## src/rtl/mac_map.svh

```systemverilog
/*
  constants of the margin adjust control block: register offsets, reset
  codes and printed times. assumes the 10 MHz block clock.
*/
`ifndef MAC_MAP_SVH
`define MAC_MAP_SVH
// ----------------------------------------
// codes and offsets
// ----------------------------------------
`define MAC_ZERO_CODE  8'h80
`define MAC_CODE_MIN   8'h00
`define MAC_CODE_MAX   8'hff
`define MAC_READ_FILL  8'hff
`define MAC_REG_RESET  8'h12
`define MAC_REG_TRIM1  8'h13
`define MAC_REG_TRIM8  8'h1a
`define MAC_SYNC_INIT  6'h31
// ----------------------------------------
// times in ns
// ----------------------------------------
`define MAC_CLK_NS     100
`define MAC_UPD0_NS    580000
`define MAC_UPD1_NS    1150000
`define MAC_UPD2_NS    9220000
`define MAC_UPD3_NS    18500000
`define MAC_CAL_NS     2500000
`define MAC_SMB_TO_NS  25000000
`endif

```

## src/rtl/mac_pkg.sv

```systemverilog
/*
  types of the margin adjust control block.
  assumes mac_map.svh supplies the numbers.
*/
package mac_pkg;
  // per-cell profile-zero source
  typedef enum logic [1:0] {
    MAC_MODE_NV0 = 2'b00,
    MAC_MODE_I2C = 2'b01,
    MAC_MODE_CL  = 2'b10
  } mac_mode_e;
  // serial slave states
  typedef enum logic [1:0] {
    MAC_ST_IDLE = 2'b00,
    MAC_ST_RX   = 2'b01,
    MAC_ST_TX   = 2'b10,
    MAC_ST_IGN  = 2'b11
  } mac_st_e;
  // non-volatile setup of one cell
  typedef struct packed {
    mac_mode_e       mode;
    logic            pol;
    logic [9:0]      setpoint;
    logic [3:0][7:0] dac;
  } mac_cell_nv_s;
  // one adc result
  typedef struct packed {
    logic       valid;
    logic [3:0] chan;
    logic [9:0] code;
  } mac_adc_s;
endpackage : mac_pkg

```

## src/rtl/mac_trim_ctrl.sv

```systemverilog
/*
  margin adjust control: profile/mode selection, closed-loop trim,
  serial slave for trim codes and reset, device reset sequencing.
  assumes nv settings are static, adc results and logic signals are on
  clk_i, and scl/sda/reset/jtag/profile pins are asynchronous.
*/
`include "mac_map.svh"
// Overview of operation
// in profile zero each of eight cells uses its own stored mode
// stored mode loads profile-zero stored code in the normal profile
// serial trim register resets to 80h, host writes drive dac in that mode
// host writes the serial code before enabling the trimmed supply
// compare measurement with setpoint giving +1, -1 or 0
// loop register steps by comparison and polarity, holds on zero
// rate code 00..11 gives 580us, 1.15ms, 9.22ms, 18.5ms intervals
// cell n always uses monitor input n
// loop runs only while the shared logic enable is high
// loop register resets to 80h, preloadable at the serial trim address
// dac code is eight bits, 80h is bipolar zero
// offset choice is latched and not changeable while running
// in reset low outputs float, open-drain float, gate drivers pull down
// after reset outputs resume, sequence restarts, 2.5ms calibration
// reset pin, jtag or serial reset return device to power-on state
// serial port is a 7-bit addressed slave only, address from jtag
// serial port supports smbus timeout and alert
// integrator avoids reserved slave addresses
// profile bits come from pins or logic by stored choice
// profile 11, 10, 01 select stored codes 3, 2, 1 for all cells
// loop register saturates at 00h and ffh
module mac_trim_ctrl #(
  parameter int NCELL   = 8,
  parameter int UPD0_CYC = `MAC_UPD0_NS / `MAC_CLK_NS,
  parameter int UPD1_CYC = `MAC_UPD1_NS / `MAC_CLK_NS,
  parameter int UPD2_CYC = `MAC_UPD2_NS / `MAC_CLK_NS,
  parameter int UPD3_CYC = `MAC_UPD3_NS / `MAC_CLK_NS,
  parameter int CAL_CYC  = `MAC_CAL_NS / `MAC_CLK_NS,
  parameter int TO_CYC   = `MAC_SMB_TO_NS / `MAC_CLK_NS
) (
  // clock and reset
  input  wire logic                              clk_i,
  input  wire logic                              rst_i,
  input  wire logic                              ce_i,
  // asynchronous reset sources
  input  wire logic                              active_low_reset_pin_i,
  input  wire logic                              jtag_reset_i,
  // profile and loop control
  input  wire logic                              profile_select_pin_0_i,
  input  wire logic                              profile_select_pin_1_i,
  input  wire logic                              logic_profile_select_0_i,
  input  wire logic                              logic_profile_select_1_i,
  input  wire logic                              closed_loop_enable_i,
  // non-volatile setup
  input  wire logic                              nv_profile_from_logic_i,
  input  wire logic [1:0]                        nv_update_rate_i,
  input  wire logic [1:0]                        nv_offset_sel_i,
  input  wire mac_pkg::mac_cell_nv_s [NCELL-1:0] nv_cell_i,
  input  wire logic [6:0]                        slave_addr_i,
  // measurement
  input  wire mac_pkg::mac_adc_s                 adc_i,
  // serial bus
  input  wire logic                              scl_i,
  input  wire logic                              sda_i,
  output logic                                   sda_o,
  output logic                                   sda_oe_o,
  input  wire logic                              alert_req_i,
  output logic                                   alert_o,
  output logic                                   alert_oe_o,
  // configured output states
  input  wire logic [15:0]                       lv_level_i,
  input  wire logic [3:0]                        hv_level_i,
  input  wire logic [3:0]                        hv_fet_mode_i,
  output logic [15:0]                            low_voltage_outputs_oe_o,
  output logic [3:0]                             high_voltage_output_o,
  output logic [3:0]                             high_voltage_output_oe_o,
  // trim results
  output logic [NCELL-1:0][7:0]                  dac_code_o,
  output logic                                   dac_ready_o,
  output logic [1:0]                             offset_sel_o,
  output logic                                   seq_restart_o
);
  import mac_pkg::*;

  // ----------------------------------------
  // functions
  // ----------------------------------------
  // three-state compare: 01 = +1, 11 = -1, 00 = 0
  function automatic logic [1:0] cmp3(input logic [9:0] sp, input logic [9:0] m);
    cmp3 = (sp > m) ? 2'b01 : (sp < m) ? 2'b11 : 2'b00;
  endfunction : cmp3

  // saturating step of the loop register
  function automatic logic [7:0] step(input logic [7:0] v, input logic [1:0] c,
                                      input logic pol);
    logic up;
    logic dn;
    up = (c == 2'b01) ^ (pol && c != 2'b00);
    dn = (c != 2'b00) && !up;
    if (up && v != `MAC_CODE_MAX) step = v + 8'h01;
    else if (dn && v != `MAC_CODE_MIN) step = v - 8'h01;
    else step = v;
  endfunction : step

  // ----------------------------------------
  // input synchronisers
  // ----------------------------------------
  logic [5:0] s1_q;
  logic [5:0] s2_q;
  logic [1:0] s3_q;
  wire  [5:0] raw = {scl_i, sda_i, profile_select_pin_1_i, profile_select_pin_0_i,
                     jtag_reset_i, active_low_reset_pin_i};
  // third stage only feeds edge detection of scl/sda
  always_ff @(posedge clk_i or posedge rst_i) begin
    if (rst_i) begin
      s1_q <= `MAC_SYNC_INIT;
      s2_q <= `MAC_SYNC_INIT;
      s3_q <= 2'b11;
    end else if (ce_i) begin
      s1_q <= raw;
      s2_q <= s1_q;
      s3_q <= s2_q[5:4];
    end
  end
  wire scl   = s2_q[5];
  wire sda   = s2_q[4];
  wire rise  = scl && !s3_q[1];
  wire fall  = !scl && s3_q[1];
  wire start = scl && s3_q[1] && !sda && s3_q[0];
  wire stop  = scl && s3_q[1] && sda && !s3_q[0];

  // ----------------------------------------
  // device reset and calibration
  // ----------------------------------------
  logic        dev_rst_q;
  logic [17:0] cal_q;
  logic        soft_pend_q;
  wire         soft_go = soft_pend_q && stop;
  wire         cal_end = cal_q == 18'(CAL_CYC - 1);
  // any source returns trim, calibration and bus state to power-on; meas_q and ptr_q keep their values
  always_ff @(posedge clk_i or posedge rst_i) begin
    if (rst_i) begin
      dev_rst_q     <= 1'b1;
      cal_q         <= '0;
      dac_ready_o   <= 1'b0;
      seq_restart_o <= 1'b0;
      offset_sel_o  <= '0;
    end else if (ce_i) begin
      dev_rst_q     <= !s2_q[0] || s2_q[1] || soft_go;
      seq_restart_o <= dev_rst_q && !(!s2_q[0] || s2_q[1] || soft_go);
      if (dev_rst_q) begin
        cal_q         <= '0;
        dac_ready_o   <= 1'b0;
        offset_sel_o  <= nv_offset_sel_i;
      end else if (!dac_ready_o) begin
        cal_q       <= cal_q + 18'h1;
        dac_ready_o <= cal_end;
      end
    end
  end

  // ----------------------------------------
  // output pins
  // ----------------------------------------
  // gate drivers pull down in reset; everything else floats
  always_ff @(posedge clk_i or posedge rst_i) begin
    if (rst_i) begin
      low_voltage_outputs_oe_o <= '0;
      high_voltage_output_o    <= '0;
      high_voltage_output_oe_o <= '0;
    end else if (ce_i) begin
      low_voltage_outputs_oe_o <= dev_rst_q ? '0 : ~lv_level_i;
      high_voltage_output_o    <= dev_rst_q ? '0 : hv_level_i & hv_fet_mode_i;
      high_voltage_output_oe_o <= dev_rst_q ? hv_fet_mode_i
                                            : hv_fet_mode_i | ~hv_level_i;
    end
  end

  // ----------------------------------------
  // serial slave
  // ----------------------------------------
  mac_st_e     st_q;
  logic [3:0]  bit_q;
  logic [1:0]  byte_q;
  logic        rw_q;
  logic        nack_q;
  logic [7:0]  sh_q;
  logic [7:0]  ptr_q;
  logic [7:0]  tx_q;
  logic [17:0] to_q;
  logic [NCELL-1:0][7:0] i2c_q;
  logic [NCELL-1:0][7:0] cl_q;
  wire         to_hit  = to_q == 18'(TO_CYC - 1);
  wire         in_trim = ptr_q >= `MAC_REG_TRIM1 && ptr_q <= `MAC_REG_TRIM8;
  wire  [7:0]  pidx    = ptr_q - `MAC_REG_TRIM1;
  wire  [2:0]  cidx    = pidx[2:0];
  wire  [7:0]  rd_byte = !in_trim ? `MAC_READ_FILL
                       : (nv_cell_i[cidx].mode == MAC_MODE_CL) ? cl_q[cidx]
                       : i2c_q[cidx];
  wire         rx_ack  = fall && st_q == MAC_ST_RX && bit_q == 4'd8;
  wire         wr_fire = rx_ack && byte_q == 2'd2 && !rw_q;
  wire         adr_ok  = sh_q[7:1] == slave_addr_i;
  // slave only: sda is driven for ack and read data, never to start
  always_ff @(posedge clk_i or posedge rst_i) begin
    if (rst_i) begin
      st_q <= MAC_ST_IDLE;
      bit_q <= '0;
      byte_q <= '0;
      rw_q <= 1'b0;
      nack_q <= 1'b0;
      sh_q <= '0;
      ptr_q <= '0;
      tx_q <= '0;
      sda_oe_o <= 1'b0;
    end else if (ce_i) begin
      if (dev_rst_q || to_hit || stop) begin
        st_q <= MAC_ST_IDLE;
        sda_oe_o <= 1'b0;
      end else if (start) begin
        st_q <= MAC_ST_RX;
        bit_q <= '0;
        byte_q <= '0;
        sda_oe_o <= 1'b0;
      end else if (rise) begin
        if (st_q == MAC_ST_RX && bit_q < 4'd8) begin
          sh_q  <= {sh_q[6:0], sda};
          bit_q <= bit_q + 4'd1;
        end else if (st_q == MAC_ST_TX && bit_q < 4'd9) begin
          nack_q <= sda;
          bit_q  <= bit_q + 4'd1;
        end
      end else if (fall) begin
        case (st_q)
          MAC_ST_RX: begin
            if (bit_q == 4'd8) begin
              if (byte_q == 2'd0 && !adr_ok) st_q <= MAC_ST_IGN;
              else begin
                sda_oe_o <= 1'b1;
                bit_q    <= 4'd9;
              end
              if (byte_q == 2'd0) rw_q <= sh_q[0];
              if (byte_q == 2'd1) ptr_q <= sh_q;
            end else if (bit_q == 4'd9) begin
              bit_q  <= '0;
              byte_q <= (byte_q == 2'd2) ? byte_q : byte_q + 2'd1;
              if (rw_q) begin
                st_q     <= MAC_ST_TX;
                tx_q     <= rd_byte;
                sda_oe_o <= !rd_byte[7];
              end else sda_oe_o <= 1'b0;
            end
          end
          MAC_ST_TX: begin
            if (bit_q < 4'd8) begin
              tx_q     <= {tx_q[6:0], 1'b1};
              sda_oe_o <= !tx_q[6];
            end else if (bit_q == 4'd8) sda_oe_o <= 1'b0;
            else if (nack_q) st_q <= MAC_ST_IGN;
            else begin
              tx_q     <= rd_byte;
              sda_oe_o <= !rd_byte[7];
              bit_q    <= '0;
            end
          end
          default: ;
        endcase
      end
    end
  end

  // smbus timeout on a long low clock, alert mirrored open-drain
  always_ff @(posedge clk_i or posedge rst_i) begin
    if (rst_i) begin
      to_q        <= '0;
      soft_pend_q <= 1'b0;
      alert_oe_o  <= 1'b0;
    end else if (ce_i) begin
      to_q        <= (st_q == MAC_ST_IDLE || scl || to_hit) ? '0 : to_q + 18'h1;
      soft_pend_q <= !dev_rst_q && (soft_pend_q || (wr_fire && ptr_q == `MAC_REG_RESET));
      alert_oe_o  <= alert_req_i && !dev_rst_q;
    end
  end
  assign sda_o   = 1'b0;
  assign alert_o = 1'b0;

  // ----------------------------------------
  // profile and closed loop
  // ----------------------------------------
  logic [NCELL-1:0][9:0] meas_q;
  logic [17:0]           upd_q;
  wire  [1:0] prof = nv_profile_from_logic_i
                   ? {logic_profile_select_1_i, logic_profile_select_0_i}
                   : s2_q[3:2];
  wire  [17:0] upd_lim = (nv_update_rate_i == 2'b00) ? 18'(UPD0_CYC - 1)
                       : (nv_update_rate_i == 2'b01) ? 18'(UPD1_CYC - 1)
                       : (nv_update_rate_i == 2'b10) ? 18'(UPD2_CYC - 1)
                       : 18'(UPD3_CYC - 1);
  wire         tick    = upd_q == upd_lim;
  wire         run     = tick && closed_loop_enable_i && dac_ready_o;

  // interval timer and per-cell measurements
  always_ff @(posedge clk_i or posedge rst_i) begin
    if (rst_i) begin
      upd_q  <= '0;
      meas_q <= '0;
    end else if (ce_i) begin
      upd_q <= (dev_rst_q || tick) ? '0 : upd_q + 18'h1;
      if (adc_i.valid && adc_i.chan < 4'(NCELL))
        meas_q[adc_i.chan[2:0]] <= adc_i.code;
    end
  end

  // trim registers and dac selection
  always_ff @(posedge clk_i or posedge rst_i) begin
    if (rst_i) begin
      i2c_q      <= {NCELL{`MAC_ZERO_CODE}};
      cl_q       <= {NCELL{`MAC_ZERO_CODE}};
      dac_code_o <= {NCELL{`MAC_ZERO_CODE}};
    end else if (ce_i) begin
      for (int n = 0; n < NCELL; n++) begin
        if (dev_rst_q) begin
          i2c_q[n]      <= `MAC_ZERO_CODE;
          cl_q[n]       <= `MAC_ZERO_CODE;
          dac_code_o[n] <= `MAC_ZERO_CODE;
        end else begin
          if (wr_fire && in_trim && cidx == 3'(n)) begin
            if (nv_cell_i[n].mode == MAC_MODE_CL && !closed_loop_enable_i)
              cl_q[n] <= sh_q;
            else i2c_q[n] <= sh_q;
          end else if (run && nv_cell_i[n].mode == MAC_MODE_CL)
            cl_q[n] <= step(cl_q[n], cmp3(nv_cell_i[n].setpoint, meas_q[n]),
                            nv_cell_i[n].pol);
          if (!dac_ready_o) dac_code_o[n] <= `MAC_ZERO_CODE;
          else if (prof != 2'b00) dac_code_o[n] <= nv_cell_i[n].dac[prof];
          else case (nv_cell_i[n].mode)
            MAC_MODE_I2C: dac_code_o[n] <= i2c_q[n];
            MAC_MODE_CL:  dac_code_o[n] <= cl_q[n];
            default:      dac_code_o[n] <= nv_cell_i[n].dac[0];
          endcase
        end
      end
    end
  end

  // ----------------------------------------
  // assertions
  // ----------------------------------------
  property p_hold;
    @(posedge clk_i) disable iff (rst_i)
    ce_i && !dev_rst_q && !wr_fire && cmp3(nv_cell_i[0].setpoint, meas_q[0]) == 2'b00
    |=> $stable(cl_q[0]);
  endproperty
  a_hold: assert property (p_hold) else $error("loop moved on equal");
  property p_sat;
    @(posedge clk_i) disable iff (rst_i)
    ce_i && !dev_rst_q && !wr_fire && cl_q[0] == `MAC_CODE_MAX |=> cl_q[0] != `MAC_CODE_MIN;
  endproperty
  a_sat: assert property (p_sat) else $error("loop wrapped");
  property p_zero;
    @(posedge clk_i) disable iff (rst_i)
    ce_i && dev_rst_q |=> i2c_q[0] == `MAC_ZERO_CODE && cl_q[0] == `MAC_ZERO_CODE;
  endproperty
  a_zero: assert property (p_zero) else $error("trim not zeroed");
  property p_prof;
    @(posedge clk_i) disable iff (rst_i)
    ce_i && dac_ready_o && !dev_rst_q && prof == 2'b11 |=> dac_code_o[1] == $past(nv_cell_i[1].dac[3]);
  endproperty
  a_prof: assert property (p_prof) else $error("profile code wrong");
  property p_lvz;
    @(posedge clk_i) disable iff (rst_i)
    ce_i && dev_rst_q |=> low_voltage_outputs_oe_o == '0;
  endproperty
  a_lvz: assert property (p_lvz) else $error("outputs not floating");
  property p_clen;
    @(posedge clk_i) disable iff (rst_i)
    ce_i && !closed_loop_enable_i && !dev_rst_q && !wr_fire |=> $stable(cl_q);
  endproperty
  a_clen: assert property (p_clen) else $error("loop ran disabled");
  property p_idle;
    @(posedge clk_i) disable iff (rst_i)
    ce_i && st_q == MAC_ST_IDLE && !start |=> !sda_oe_o;
  endproperty
  a_idle: assert property (p_idle) else $error("idle slave drove sda");
  property p_cal;
    @(posedge clk_i) disable iff (rst_i)
    ce_i && dev_rst_q |=> !dac_ready_o ##1 !dac_ready_o;
  endproperty
  a_cal: assert property (p_cal) else $error("ready too early");
endmodule : mac_trim_ctrl

```

## config.mk

```make
export PLATFORM = sky130hd
export DESIGN_NAME = mac_trim_ctrl
export DESIGN_NICKNAME = d
export VERILOG_FILES = /design/src/rtl/mac_pkg.sv /design/src/rtl/mac_trim_ctrl.sv
export VERILOG_INCLUDE_DIRS = /design/src /design/src/rtl
export SDC_FILE = /design/constraint.sdc
export NUM_CORES = 2
export LEC_CHECK = 0
export ABC_AREA = 1
export BUFFER_PORTS_ARGS = -buffer_cell sky130_fd_sc_hd__buf_2
export CELL_PAD_IN_SITES_DETAIL_PLACEMENT = 1
export CELL_PAD_IN_SITES_GLOBAL_PLACEMENT = 2
export CORE_ASPECT_RATIO = 1.1
export CORE_MARGIN = 2
export CORE_UTILIZATION = 34
export CTS_CLUSTER_SIZE = 28
export DETAILED_ROUTE_END_ITERATION = 8
export GPL_TIMING_DRIVEN = 0
export PLACE_DENSITY = 0.95
export SYNTH_ARGS = -nofsm -noshare
export SYNTH_HDL_FRONTEND = slang
export SYNTH_SLANG_ARGS = --single-unit
```

## constraint.sdc

```tcl
create_clock -name clk_i -period 36.4 [get_ports clk_i]
set_clock_uncertainty 0.15 [all_clocks]
set_input_delay 1.82 -clock clk_i [delete_from_list [all_inputs] [get_ports clk_i]]
set_output_delay 1.82 -clock clk_i [all_outputs]
set_load 0.01 [all_outputs]
```

# [Yosys cells after proc, flatten, opt, wreduce, memory -nomap -nowiden]
# Cells that the tools add are included.
[totals] reg_bits=405 input_bits=424 output_inout_bits=96 wordCells=612
[op_classes] addsub=22 order_cmp=25 n_eq_ne=93 n_mux=210 bitwise=16 n_reduce_logical=190
[ops] operator="2-to-1 mux 8 bit" count=108
[ops] operator="binary-select mux 45 bit (select 3 bit)" count=1
[ops] operator="binary-select mux 8 bit (select 2 bit)" count=8
[ops] operator="one-hot mux 8 bit (2 select lines)" count=8
[ops] operator="2-to-1 mux 18 bit" count=7
[ops] operator="logical AND 1 bit" count=81
[ops] operator="bitwise mux 80 bit" count=1
[ops] operator="greater-than comparator 10 bit" count=8
[ops] operator="< comparator 10 bit" count=8
[ops] operator="2-to-1 mux 2 bit" count=35
[ops] operator="adder 8 x 1 -> 8 bit, second input constant" count=8
[ops] operator="!= test 8 bit, second input constant" count=8
[ops] operator="nonzero test 8 bit" count=8
[ops] operator="subtractor 8 x 1 -> 8 bit, second input constant" count=8
[ops] operator="adder 18 x 1 -> 18 bit, second input constant" count=3
[ops] operator="2-to-1 mux 4 bit" count=13
[ops] operator="binary-select mux 8 bit (select 3 bit)" count=2
[ops] operator="2-to-1 mux 45 bit" count=1
[ops] operator="2-to-1 mux 7 bit" count=6
[ops] operator="nonzero test 2 bit" count=21
[ops] operator="nonzero test 4 bit" count=10
[ops] operator="== test 2 x 1 -> 1 bit, second input constant" count=19
[ops] operator="AND reduction 4 bit" count=8
[ops] operator="demux 10 bit (select 3 bit)" count=1
[ops] operator="other kinds (56)" count=175

# [Longest topological paths before layout]
[depth] word_depth=15 ltp_mapped=25 depth_no_buf=25

# [Worst setup path before layout]
# OpenSTA, ideal clock, no wires.
[synth_timing] kind="input-to-reg" start="input port nv_cell_i[266] (netlist bit)" end="register cl_q[46] (netlist bit)" setup_time_ps=83 t_arrival_ps=4160 required_time_ps=36167 path_slack_ps=32007 stages=18 path_buffers=0 path_cell_list="ha_1 nand2_1 nor2_1 nand3_1 nand3_1 nand2_1 nand3_1 inv_1 fa_1 o21ai_0 nand2_1 nand2_1 nand2_1 nand2_1 nor2_1 o21ai_0 o21ai_0 o21ai_0"
[synth_via] elab_chain_len=11 word_cells_on_any_way=18 classes_between="order compare (2); eq/ne (1); mux (6); bitwise (1); reduce/logical (8)"
[synth_lines] element="from (decl)" line="mac_trim_ctrl.sv:56" text="input wire mac_pkg::mac_cell_nv_s [NCELL-1:0] nv_cell_i,"
[synth_lines] element="< comparator 10 bit" line="mac_trim_ctrl.sv:88" text="cmp3 = (sp > m) ? 2'b01 : (sp < m) ? 2'b11 : 2'b00;"
[synth_lines] element="2-to-1 mux 2 bit" line="mac_trim_ctrl.sv:88"
[synth_lines] element="2-to-1 mux 2 bit *" line="mac_trim_ctrl.sv:88"
[synth_lines] element="nonzero test 2 bit" line="mac_trim_ctrl.sv:96, mac_trim_ctrl.sv:97"
[synth_lines] element="logical AND 1 bit" line="mac_trim_ctrl.sv:96" text="up = (c == 2'b01) ^ (pol && c != 2'b00);"
[synth_lines] element="bitwise XOR 1 bit" line="mac_trim_ctrl.sv:96"
[synth_lines] element="logical AND 1 bit (no line) / zero test 1 bit (equally long branches)"
[synth_lines] element="2-to-1 mux 8 bit / logical AND 1 bit (equally long branches)" line="mac_trim_ctrl.sv:98, mac_trim_ctrl.sv:97"
[synth_lines] element="2-to-1 mux 8 bit / logical AND 1 bit (equally long branches)"
[synth_lines] element="2-to-1 mux 8 bit / nonzero test 4 bit (equally long branches)"
[synth_lines] element="2-to-1 mux 8 bit / AND reduction 4 bit (equally long branches)"
[synth_lines] element="to (signal, indexed assignment)" line="mac_trim_ctrl.sv:321" text="cl_q[n] <= `MAC_ZERO_CODE;"
[synth_lines] element="to (signal, indexed assignment)" line="mac_trim_ctrl.sv:326" text="cl_q[n] <= sh_q;"
[synth_lines] element="to (signal, indexed assignment)" line="mac_trim_ctrl.sv:329" text="cl_q[n] <= step(cl_q[n], cmp3(nv_cell_i[n].setpoint, meas_q[n]),"
[synth_lines] element="to (decl)" line="mac_trim_ctrl.sv:190" text="logic [NCELL-1:0][7:0] cl_q;"
# Mark *: on every way between the ends. The rest lies on a longest branch, timed or not. The select of a mux whose other input is x is not followed.
# A chain may end at the register's enable or synchronous reset.

# [Final worst setup path]
[layout_timing] start="input port nv_profile_from_logic_i" end="register dac_code_o[56] (netlist bit)"
[layout_via] elab_chain_len=6 word_cells_on_any_way=7 classes_between="mux (6); reduce/logical (1)"
[layout_lines] element="from (decl)" line="mac_trim_ctrl.sv:53" text="input wire logic nv_profile_from_logic_i,"
[layout_lines] element="2-to-1 mux 2 bit *" line="mac_trim_ctrl.sv:290" text="? {logic_profile_select_1_i, logic_profile_select_0_i}"
[layout_lines] element="binary-select mux 8 bit (select 2 bit)" line="mac_trim_ctrl.sv:332" text="else if (prof != 2'b00) dac_code_o[n] <= nv_cell_i[n].dac[prof];"
[layout_lines] element="2-to-1 mux 8 bit (implied by the code)" line="mac_trim_ctrl.sv:332"
[layout_lines] element="2-to-1 mux 8 bit *" line="mac_trim_ctrl.sv:332"
[layout_lines] element="2-to-1 mux 8 bit *" line="mac_trim_ctrl.sv:331" text="if (!dac_ready_o) dac_code_o[n] <= `MAC_ZERO_CODE;"
[layout_lines] element="2-to-1 mux 8 bit *" line="mac_trim_ctrl.sv:319" text="if (dev_rst_q) begin"
[layout_lines] element="to (signal, indexed assignment)" line="mac_trim_ctrl.sv:331"
[layout_lines] element="to (signal, indexed assignment)" line="mac_trim_ctrl.sv:332"
[layout_lines] element="to (signal, indexed assignment)" line="mac_trim_ctrl.sv:334" text="MAC_MODE_I2C: dac_code_o[n] <= i2c_q[n];"
[layout_lines] element="to (decl)" line="mac_trim_ctrl.sv:76" text="output logic [NCELL-1:0][7:0] dac_code_o,"
# Marked as above.

==> results.toml <==
[run_status]
status = "finished clean"

[yosys]
ys_seq_elements = 405
syn_area_sq_mm = 0.0278
synthFlopType = "dfrtp_1"
ys_types = 62
yosys_warnings = 0
seq_area_frac_synth_pct = 36.7
synthArstFlopShare_pct = 100
syn_avg_cell_area_sq_um = 7.22
synthCells = 3844
synth-edff-count = 0

[route]
route.detailed.wl_per_inst_um = 23.2
dr.first_iter.drc_count = 2781
first_pass_iters = 6
route.detailed.drc = 0
viasPerCell = 5.53
vias = 30600
ant_nets = 0
wl_um = 128000

[sta]
max_freq_ghz = 0.210
setup_violations = 0
fin_hold_ws_ns = 0.321
finalWorstSetupSlack_ns = 31.65
grt_setup_unrepaired = "no"
period_share_pct = 13.1
setup_tns_ns = 0
worst_pin_slew_ns = 1.33
relSlewSlack_pct = 11.3
period_minus_slack_ns = 4.75
report.final.slew_viol_count = 0
hold_viol_final = 0

[pwr]
cellPowerDensity_mw_per_mm2 = 58.2
vdd.ir_drop.worst_v = 0.0000407
p_total_w = 0.00195
power.leakage_nw = 16.6

[floorplanning]
start_util_pct = 34.4
core-area_sq_mm = 0.0806
std_cell_rows = 109
die_x_um = 276
io-pin-count = 520
die_area_sq_mm = 0.0839
die_h_um = 304

[cts]
clockBufferDepth = 3
clk_latency_ns = 0.63
cts_resized = 0
post_cts_buffers = 0
cts_tree = "built"
clk_transition_reported_paths_ns = 0.07
clkSinkCount = 405
htree_num_levels = 2
cts_buffers = 50
cts_hold_buf = 0
cts_root_buf = "clkbuf_16"

[placement]
hpwlAfterDp_um = 101000
pre_cts_ws_ns = 31.06
gp_congestion = 0.995
place_area_sq_mm = 0.0318
numPortBuffers = 517

[worst_setup_path]
crit_family = "buffers and inverters"
crit_type = "primary input to flip-flop"
cpPeakStageDelay_ns = 0.83
path_max_fanout = 10
cp_cell_sequence = "buf_2 > inv_1 > o21ai_1 > clkbuf_1 > clkbuf_1 > nor2_1 > nor2_1 > a21oi_1 > o21ai_0"
crit_path_top_delay_cell = "clkbuf_1"
critPathBufInv = 4
critPathRequiredTime_ns = 36.81
cp-end-kind = "flip-flop"
startpoint_type = "primary input"
cp.arrival_ns = 5.16

[global_routing]
track_usage_pct = 29.7
grt_pass1_wl_um = 191000
grt_pass1_vias = 30900
grt_max_degree = 118
antenna_found_initial = 18
gr-total-overflow = 0

[hold_path]
hold_path_class = "flip-flop to flip-flop"

[finish]
nFillCells = 10400
area_growth_pct = 20.9
drive_above_1_share_pct = 15.9
final_nets = 5018
postLayoutCellArea_sq_mm = 0.0335

[run]
cap_violations = 0
[synthesized netlist by cell type (11+ instances only)]
master       n  share of area, %
xor2_1      47               1.5
nor4_1      19              0.43
dfrtp_1    372                34
o21bai_1    11              0.30
dfstp_2     33               3.1
nor3_1      55              0.99
buf_2       12              0.22
nand2_1   1012                14
o211ai_1    63               1.7
o21ai_0    461               8.3
o22ai_1     28              0.63
nor2_1     227               3.1
nand3_1    198               3.6
xnor2_1     21              0.66
a21oi_1    246               4.4
clkbuf_1   120               1.6
inv_1      474               6.4
nand4_1     57               1.3
nand3b_1    15              0.41
a32o_1      26              0.94
ha_1       168               7.6
a22oi_1     35              0.95
[flip-flops by register name, summed over array words and instances (netlist names), 2 cells and up]
register	flops
i2c_q	64
sh_q	8
ptr_q	8
meas_q	80
s1_q	6
s2_q	6
low_voltage_outputs_oe_o	16
cal_q	18
s3_q	2
bit_q	4
dac_code_o	64
upd_q	18
to_q	18
high_voltage_output_o	4
offset_sel_o	2
tx_q	7
byte_q	2
cl_q	64
high_voltage_output_oe_o	4
st_q	2
[final cells by class]
cell class                 instances  area (sq um)  area share, %
timing repair buffer             521          2680           7.98
clock buffer                      68          1400           4.17
inverter                         491          1850           5.52
antenna                           12          30.0         0.0895
multi-input combinational       2797         15100           44.9
sequential                       405         10200           30.3
buffer                           152           669           2.00
tap                             1054          1320           3.93
clock inverter                    25           354           1.06
[kinds of logic after synthesis]
kind of cell / after synthesis / share of synthesized area [%]
simple gates: 1617 / 24.7
compound gates: 933 / 19.3
buf+inv: 643 / 9.06
flops: 405 / 36.7
fa+ha+maj: 176 / 8.15
xor+xnor: 68 / 2.15
other cells: 1 / 0.0135
mux: 1 / 0.0361
[layout by cell type, fill, tap and decap left out, types with 26 or more instances in the layout]
master     instances
o21ai_0          461
a21oi_1          246
clkbuf_16         50
nand2_1         1012
a32o_1            26
buf_2            529
clkbuf_1         130
nand4_1           57
nor3_1            55
nand3_1          198
ha_1             168
o211ai_1          63
dfrtp_1          372
inv_1            473
nor2_1           227
xor2_1            47
dfstp_2           33
o22ai_1           28
a22oi_1           35
[where the power goes]
group          internal (W)  switching [W]  leakage [nW]
Clock              0.000321       0.000225         0.864
Sequential         0.000545      0.0000857          5.27
Combinational      0.000264       0.000513          10.4
[routing by layer]
metal,routed length [um],vias up,GRT usage [%]
met1,53200,15200,38.3
met4,4820,10,11.1
met5,63,-,0
met3,8780,264,5.29
met2,61400,1090,49.8
li1,-,14000,-
[path summary, 6_finish.rpt]
path | from | to | slack [ns] | cells past startpoint
max in group asynchronous | rst_i | dac_code_o[18]$_DFFE_PP0P_ | 33.38 | 4
hold reg to reg | cal_q[17]$_DFFE_PP0P_ | cal_q[17]$_DFFE_PP0P_ | 0.32 | 1
min in group asynchronous | rst_i | meas_q[61]$_DFFE_PP0P_ | 1.11 | 2
setup / recovery | nv_profile_from_logic_i | dac_code_o[56]$_DFFE_PP0P_ | 31.65 | 9
hold / removal | cal_q[17]$_DFFE_PP0P_ | cal_q[17]$_DFFE_PP0P_ | 0.32 | 1
setup reg to reg | ptr_q[0]$_DFFE_PP0P_ | tx_q[0]$_DFFE_PP0P_ | 31.96 | 14
[stage by stage]
step | util, % | std cells
final | 41.6 | 5525
after global routing | 41.6 | 5525
after CTS | 41.6 | 5513
after detailed placement | 39.4 | 5420
after global placement | 39.3 | 5416
after floorplan | - | 3845
Note: power is estimated with default switching activity, not from simulation.
